`config.mk`:
```
export PLATFORM = sky130hd
export DESIGN_NAME = sppin_top
export DESIGN_NICKNAME = d
export VERILOG_FILES = /design/src/design/sppin_pkg.sv /design/src/design/sppin_top.sv
export SDC_FILE = /design/constraint.sdc
export NUM_CORES = 1
export LEC_CHECK = 0
export BUFFER_PORTS_ARGS = -buffer_cell sky130_fd_sc_hd__buf_2
export CORE_MARGIN = 1
export CORE_UTILIZATION = 39
export CTS_CLUSTER_SIZE = 8
export DETAILED_ROUTE_END_ITERATION = 10
export GPL_ROUTABILITY_DRIVEN = 0
export PLACE_DENSITY_LB_ADDON = 0.05
export SLEW_MARGIN = 10
export SYNTH_ARGS = -nofsm -noshare
export SYNTH_HDL_FRONTEND = slang
export SYNTH_SLANG_ARGS = --single-unit
```
`constraint.sdc`:
```
create_clock -name clk_sys_i -period 1.1 [get_ports clk_sys_i]
set_clock_uncertainty 0.2 [all_clocks]
set_input_delay 0.11 -clock clk_sys_i [delete_from_list [all_inputs] [get_ports clk_sys_i]]
set_output_delay 0.11 -clock clk_sys_i [all_outputs]
set_load 0.05 [all_outputs]
```
`src/design/sppin_pkg.sv`:
```
// package for the serial port pin and strap block
package sppin_pkg;

  // bit positions: configuration register bits fed by straps, then handshake status and gpio port 1 bits
  localparam int CFG_ADDR_BIT = 6;    // global_config_reg_26 bit
  localparam int FLOPPY_UART_BIT = 1;   // global_config_reg_24 bit
  localparam int KEYBOARD_EN_BIT = 2;   // global_config_reg_24 bit
  localparam int MSR_CTS_BIT = 4;     // handshake status bit for cts
  localparam int MSR_DSR_BIT = 5;
  localparam int MSR_DCD_BIT = 7;
  localparam int GP1_CTS_BIT = 7;     // cts of channel b on gpio port 1

  // config port addresses picked by the address strap
  localparam logic [7:0] CFG_PORT_LO = 8'h2e;
  localparam logic [7:0] CFG_PORT_HI = 8'h4e;

  // reset values of the strap-backed registers
  localparam logic [7:0] CFG_REG_26_RST = 8'h00;
  localparam logic [7:0] CFG_REG_24_RST = 8'h00;

  // fan drive duty in percent
  localparam logic [6:0] FAN_HALF = 7'h32;  // 50 percent
  localparam logic [6:0] FAN_FULL = 7'h64;  // 100 percent

  // strap pin group
  typedef struct packed {
    logic cfg_port;    // config_port_select_strap
    logic floppy_uart;    // floppy_or_uart_strap
    logic keyboard_en;    // keyboard_ctrl_enable_strap
    logic fan_full;    // fan speed strap
    logic pin_func;    // shared_pin_function_strap
  } sppin_strap_t;

  // modem side inputs of one channel
  typedef struct packed {
    logic cts_n;
    logic dsr_n;
    logic dcd_n;
    logic sin;
  } sppin_mdm_in_t;

  // uart core side outputs of one channel
  typedef struct packed {
    logic rts;     // active high, core wants to send
    logic dtr;     // active high, core ready
    logic sout;
  } sppin_core_out_t;

endpackage

```
`src/design/sppin_top.sv`:
```
// serial port pins, gpio alternates and power-on straps
`timescale 1ns/1ps
//
// Summary of operation
// [RULE_01] cts level readable at handshake status bit 4
// [RULE_02] data set ready input is active low
// [RULE_03] request to send driven low when ready
// [RULE_04] terminal ready driven low when ready
// [RULE_05] carrier detect input is active low
// [RULE_06] serial input pin feeds channel receiver
// [RULE_07] channel transmitter drives serial output pin
// [RULE_08] address strap sets config bit 6
// [RULE_09] floppy/uart strap sets config bit 1
// [RULE_10] keyboard enable strap sets config bit 2
// [RULE_11] fan strap picks 50 or 100 percent
// [RULE_12] function strap picks beep/led or gpio
// [RULE_13] channel b pins switchable to gpio port 1
// [RULE_14] straps latched once at reset release
module sppin_top #(
  parameter int NCH = 6
) (
  input wire logic clk_sys_i,
  input wire logic resetn_i,
  input wire sppin_pkg::sppin_strap_t strap_i,
  input wire sppin_pkg::sppin_mdm_in_t [NCH-1:0] mdm_i,
  input wire sppin_pkg::sppin_core_out_t [NCH-1:0] core_i,
  input wire logic infrared_receive_in_i,
  input wire logic ir_sel_i,
  input wire logic ir_tx_i,
  input wire logic gp1_sel_i,
  input wire logic [7:0] gp1_out_i,
  input wire logic [7:0] gp1_oe_n_i,
  input wire logic cfg_wr_i,
  input wire logic [7:0] cfg_reg_26_wdata_i,
  input wire logic [7:0] cfg_reg_24_wdata_i,
  input wire logic beep_i,
  input wire logic led_i,
  input wire logic [1:0] gpo_i,
  output logic [NCH-1:0][7:0] hs_status_o,
  output logic [NCH-1:0] core_sin_o,
  output logic [NCH-1:0] request_send_n_o,
  output logic [NCH-1:0] terminal_ready_n_o,
  output logic [NCH-1:0] serial_out_o,
  output logic infrared_transmit_out_o,
  output logic [7:0] gp1_in_o,
  output logic [7:0] gp1_pin_oe_n_o,
  output logic [7:0] global_config_reg_26_o,
  output logic [7:0] global_config_reg_24_o,
  output logic [7:0] cfg_port_o,
  output logic [6:0] fan_duty_o,
  output logic [1:0] shared_pin_o
);

  ////////////////////////////////////////////////////////////////////////
  // input synchronisers: every pin passes two flops
  sppin_pkg::sppin_mdm_in_t [NCH-1:0] mdm_s1_r, mdm_s2_r;
  sppin_pkg::sppin_strap_t strap_s1_r, strap_s2_r;
  logic ir_rx_s1_r, ir_rx_s2_r;

  // pins carry no reset so a strap is never forced by the reset itself
  always_ff @(posedge clk_sys_i) begin
    mdm_s1_r <= mdm_i;
    mdm_s2_r <= mdm_s1_r;
    strap_s1_r <= strap_i;
    strap_s2_r <= strap_s1_r;
    ir_rx_s1_r <= infrared_receive_in_i;
    ir_rx_s2_r <= ir_rx_s1_r;
  end

  ////////////////////////////////////////////////////////////////////////
  // strap capture
  logic in_reset_r;
  logic [7:0] cfg_reg_26_r, cfg_reg_24_r;
  logic fan_full_r, pin_func_r;
  wire strap_take = in_reset_r && resetn_i;  // first cycle after release

  always_ff @(posedge clk_sys_i) begin
    if (!resetn_i) begin
      in_reset_r <= 1'b1;
    end else begin
      in_reset_r <= 1'b0;
    end
  end

  // [RULE_14] one-shot latch at release
  // capture happens once after release, so a strap that moves later is
  // ignored; software may overwrite the configuration copy afterwards
  always_ff @(posedge clk_sys_i) begin
    if (!resetn_i) begin
      cfg_reg_26_r <= sppin_pkg::CFG_REG_26_RST;
      cfg_reg_24_r <= sppin_pkg::CFG_REG_24_RST;
      fan_full_r <= 1'b0;
      pin_func_r <= 1'b0;
    end else if (strap_take) begin
      // [RULE_08] address strap to bit 6
      cfg_reg_26_r[sppin_pkg::CFG_ADDR_BIT] <= strap_s2_r.cfg_port;
      // [RULE_09] floppy or uart select
      cfg_reg_24_r[sppin_pkg::FLOPPY_UART_BIT] <= strap_s2_r.floppy_uart;
      // [RULE_10] keyboard controller enable
      cfg_reg_24_r[sppin_pkg::KEYBOARD_EN_BIT] <= strap_s2_r.keyboard_en;
      // [RULE_11] fan speed strap
      fan_full_r <= strap_s2_r.fan_full;
      // [RULE_12] shared pin function strap
      pin_func_r <= strap_s2_r.pin_func;
    end else if (cfg_wr_i) begin
      cfg_reg_26_r <= cfg_reg_26_wdata_i;
      cfg_reg_24_r <= cfg_reg_24_wdata_i;
    end
  end

  ////////////////////////////////////////////////////////////////////////
  // channel pin muxing, channel index 1 is uart b, index 0 uart a
  logic [NCH-1:0][7:0] hs_nxt;
  logic [NCH-1:0] rts_n_nxt, dtr_n_nxt, sout_nxt, sin_nxt;
  wire ir_on = ir_sel_i;

  always_comb begin
    for (int c = 0; c < NCH; c++) begin
      hs_nxt[c] = 8'h00;
      // [RULE_01] cts level to status bit 4
      hs_nxt[c][sppin_pkg::MSR_CTS_BIT] = ~mdm_s2_r[c].cts_n;
      // [RULE_02] low dsr means ready
      hs_nxt[c][sppin_pkg::MSR_DSR_BIT] = ~mdm_s2_r[c].dsr_n;
      // [RULE_05] low dcd means carrier
      hs_nxt[c][sppin_pkg::MSR_DCD_BIT] = ~mdm_s2_r[c].dcd_n;
      // [RULE_03] rts low when ready to send
      rts_n_nxt[c] = ~core_i[c].rts;
      // [RULE_04] dtr low when ready
      dtr_n_nxt[c] = ~core_i[c].dtr;
      // [RULE_07] transmitter to output pin
      sout_nxt[c] = core_i[c].sout;
      // [RULE_06] input pin to receiver
      sin_nxt[c] = mdm_s2_r[c].sin;
    end
    // ir alternate takes over the channel b receive input unless gpio borrows the pins; ir transmit has its own output
    if (ir_on) begin
      sin_nxt[1] = ir_rx_s2_r;
    end
    // [RULE_13] channel b pins become gpio
    if (gp1_sel_i) begin
      hs_nxt[1] = 8'h00;
      sin_nxt[1] = 1'b1;  // idle mark level while borrowed
      rts_n_nxt[1] = gp1_out_i[5];
      dtr_n_nxt[1] = gp1_out_i[4];
      sout_nxt[1] = gp1_out_i[2];
    end
  end

  // gpio port 1 input view of channel b pins
  wire [7:0] gp1_in_nxt = {mdm_s2_r[1].cts_n, mdm_s2_r[1].dsr_n,
                           gp1_out_i[5], gp1_out_i[4], mdm_s2_r[1].sin,
                           gp1_out_i[2], mdm_s2_r[1].dcd_n, 1'b1};
  // bits 5,4,2 are the outputs; inputs never drive
  wire [7:0] gp1_oe_nxt = gp1_sel_i ? (gp1_oe_n_i | 8'hcb) : 8'hff;

  ////////////////////////////////////////////////////////////////////////
  // registered outputs
  always_ff @(posedge clk_sys_i) begin
    if (!resetn_i) begin
      hs_status_o <= '0;
      core_sin_o <= '1;
      request_send_n_o <= '1;
      terminal_ready_n_o <= '1;
      serial_out_o <= '1;
      infrared_transmit_out_o <= 1'b0;
      gp1_in_o <= 8'hff;
      gp1_pin_oe_n_o <= 8'hff;
      shared_pin_o <= 2'h0;
    end else begin
      hs_status_o <= hs_nxt;
      core_sin_o <= sin_nxt;
      request_send_n_o <= rts_n_nxt;
      terminal_ready_n_o <= dtr_n_nxt;
      serial_out_o <= sout_nxt;
      infrared_transmit_out_o <= ir_on & ir_tx_i;
      gp1_in_o <= gp1_in_nxt;
      gp1_pin_oe_n_o <= gp1_oe_nxt;
      // [RULE_12] beep/led or gpio output
      shared_pin_o <= pin_func_r ? gpo_i : {led_i, beep_i};
    end
  end

  // configuration views
  assign global_config_reg_26_o = cfg_reg_26_r;
  assign global_config_reg_24_o = cfg_reg_24_r;
  wire cfg_addr_bit = cfg_reg_26_r[sppin_pkg::CFG_ADDR_BIT];

  // [RULE_08] port address from bit 6
  logic [7:0] cfg_port_r;
  logic [6:0] fan_duty_r;
  always_ff @(posedge clk_sys_i) begin
    if (!resetn_i) begin
      cfg_port_r <= sppin_pkg::CFG_PORT_LO;
      fan_duty_r <= sppin_pkg::FAN_HALF;
    end else begin
      cfg_port_r <= cfg_addr_bit ?
                    sppin_pkg::CFG_PORT_HI : sppin_pkg::CFG_PORT_LO;
      // [RULE_11] fan duty from latched strap
      fan_duty_r <= fan_full_r ? sppin_pkg::FAN_FULL : sppin_pkg::FAN_HALF;
    end
  end
  assign cfg_port_o = cfg_port_r;
  assign fan_duty_o = fan_duty_r;
endmodule

```
==> impl_metrics.py <==
metrics = {
    "floorplan": {
        "core_area_um2": 9330,
        "dieArea_um2": 10100,
        "rows": 35,
        "start_util": 0.406,
        "ios": 212,
        "die_h_um": 100,
        "die_x_um": 100,
    },
    "setup_path": {
        "r2r_start": "gp1_in_nxt[3]$_DFF_P_",
        "critPathTopFamily": "flip-flops",
        "path_buf_inv": 1,
        "slowest_delay_ns": 0.36,
        "r2r_cells": 2,
        "timing.critical_path.arrival_ns": 1.00,
        "crit_path_end_kind": "primary output",
        "crit_start": "global_config_reg_26_o[6]$_SDFFE_PN0P_",
        "cp-endpoint": "global_config_reg_26_o[6]",
        "critical_path_required_ns": 0.79,
        "start_kind": "register",
        "critPathKind": "register to primary output",
        "cp_max_fo": 3,
        "worstPathCellList": "buf_8",
        "r2r_setup_slack_ns": -0.06,
        "critical_path_cell_count": 1,
        "reg2reg_to": "core_sin_o[1]$_SDFF_PP1_",
        "slowest_stage": "dfxtp_4",
    },
    "power_and_ir_drop": {
        "p_leak_uw": 0.00316,
        "powerDensity_nw_per_um2": 1920,
        "peakVddDrop_uv": 1100,
    },
    "min_path": {
        "hp-class": "primary input to register",
        "whs_path_depth": 3,
    },
    "clock_network": {
        "htreeDepth": 4,
        "clock_latency_ns": 0.50,
        "clk_pin_slew_ns": 0.06,
        "numClockSinks": 138,
        "cts_buffers": 17,
        "cts_buffer_depth": 2,
        "cts_tree": "yes",
        "clock-root-buffer": "clkbuf_8",
    },
    "layout": {
        "diodes": 0,
        "drive_gt1_frac": 0.526,
        "final_core_util": 0.749,
        "nets": 665,
        "area_growth_pct": 84.6,
    },
    "placement": {
        "port_buffers": 156,
        "post-place-ws_ns": -0.155,
        "dp_hpwl_um": 4840,
    },
    "run": {
        "cap_violations": 0,
    },
    "logic_synthesis": {
        "synth_area_leader_cell": "dfxtp_1",
        "synthTopCellsByCount": "138 x dfxtp_1, 48 x buf_4, 40 x nand2_1",
        "synth.avg_cell_area_um2": 11.9,
        "ys_seq_area_frac": 0.730,
        "synth_area_um2": 3780,
        "synth.distinct_cells": 20,
        "yosysMostFrequentCell": "dfxtp_1",
        "async_flop_share": 0,
        "synthCells": 319,
        "ys_ff_latch": 138,
        "synth_edf_count": 0,
        "synth_warnings": 0,
        "yosys-top-cells-area": "dfxtp_1 73%, buf_4 9.5%, nand2_1 4.0%",
        "synthFlopType": "dfxtp_1",
        "synth.top_cell.area_share": 0.730,
    },
    "global_route": {
        "antenna_found_initial": 0,
        "grt_overflow": 0,
        "grt_pass1_vias": 2971,
        "grt_pass1_wl_um": 13600,
        "grt_usage": 0.180,
        "grt_max_degree": 23,
    },
    "route": {
        "detail_route.wl_per_cell_um": 12.8,
        "drcViolationCount": 0,
        "drt-vias-per-instance": 4.02,
        "antenna_left": 0,
        "drt_wl_total_um": 9150,
        "dr.pass1.iters": 4,
        "num_vias": 2880,
        "first_iter_violations": 40,
    },
    "outcome": {
        "failed_checks": "hold timing, setup timing",
        "status": "complete, but fails checks",
    },
    "timing": {
        "period_needed_ns": 1.31,
        "setup_violations": 91,
        "finalCritPeriodShare": 1.19,
        "final-hold-violation-count": 66,
        "fmax_ghz": 0.762,
        "grt_setup_unrepaired": "yes",
        "hold_ws_ns": -0.233,
        "finalSetupTns_ns": -14.71,
        "worst_slack_ns": -0.212,
        "slew_violations": 0,
    },
}
==> state kept, by name (all words and copies together) (netlist names), 7 cells and up <==
| name | flops |
|---|---|
| mdm_s1_r | 24 |
| mdm_s2_r | 20 |
| hs_status_o | 18 |
| global_config_reg_24_o | 8 |
| gp1_in_o | 7 |
| global_config_reg_26_o | 8 |
==> where the power goes <==
| part | leakage [uW] | total, uW | internal [uW] | switching (uW) |
|---|---|---|---|---|
| clock network | 0.000309 | 6020 | 3940 | 2080 |
| logic | 0.00169 | 1930 | 779 | 1150 |
| registers | 0.00116 | 5430 | 5300 | 133 |
==> worst min path at each step <==
stage / to / start / slack (ns)
3_3_place_gp: mdm_s1_r[9]$_DFF_P_ / mdm_i[9] / 0.01
5_1_grt: core_sin_o[1]$_SDFF_PP1_ / resetn_i / -0.25
2_1_floorplan: ir_rx_s1_r$_DFF_P_ / infrared_receive_in_i / -0.06
3_5_place_dp: mdm_s1_r[10]$_DFF_P_ / mdm_i[10] / 0.01
4_1_cts: mdm_s1_r[2]$_DFF_P_ / mdm_i[2] / 0.01
6_report: core_sin_o[1]$_SDFF_PP1_ / resetn_i / -0.23
==> cell usage in the layout (no fill, tap or decap), drive strengths merged, types with 5 or more instances in the layout <==
master       Yosys  final
a21oi           16     16
dfxtp          138    138
clkbuf           4     19
nand2b          18     18
nor2            22     22
bufinv           0      5
buf             53    172
mux2i            8      8
clkinv           1      5
nand2           40     40
inv              3      6
dlygate4sd3      0     78
conb             2     45
==> through the flow <==
| step | cells | total power [uW] | cell area [um^2] | hold WS [ns] |
|---|---|---|---|---|
| final | 717 | 13400 | 6980 | -0.233 |
| after global routing | 717 | 13800 | 6980 | -0.248 |
| after CTS | 711 | 13300 | 6710 | 0.0132 |
| after detailed placement | 598 | 6800 | 4570 | 0.0136 |
| after global placement | 598 | 6790 | 4570 | 0.0124 |
| after floorplan | 362 | 6590 | 3960 | -0.0623 |
==> cell type report <==
class | instances | area, um^2
Clock inverter | 13 | 214
Multi-Input combinational cell | 164 | 857
Clock buffer | 19 | 422
Inverter | 4 | 17.5
Timing Repair Buffer | 250 | 2450
Sequential cell | 138 | 2870
Fill cell | 604 | 2340
Tap cell | 129 | 161
==> cells by family (layout without fill, tap and decap cells) <==
group                  count (synthesis)  count (layout)  synth area share
multiplexers                           9               9            0.0241
other                                  2              45           0.00198
AO/OA/AOI/OAI                         21              21            0.0291
AND/OR/NAND/NOR                       88              89             0.105
flip-flops                           138             138             0.730
buffers and inverters                 61             286             0.110
==> metal layers <==
layer	vias to the layer above	wire, um	GRT usage
met3	15	532	0.0631
met4	0	176	0.0936
met2	121	5170	0.328
li1	1412	-	-
met5	-	0	0
met1	1332	3260	0.179
==> what timing repair did <==
action / CTS / global route
hold endpoints to repair: 108 / 70
resized for setup: 263 / 70
pin swaps: 0 / 3
setup buffers: 1 / 6
gates cloned: 1 / 1
hold buffers: 79 / 1
setup endpoints to repair: 92 / 118
Power figures use the tool's default switching activity.
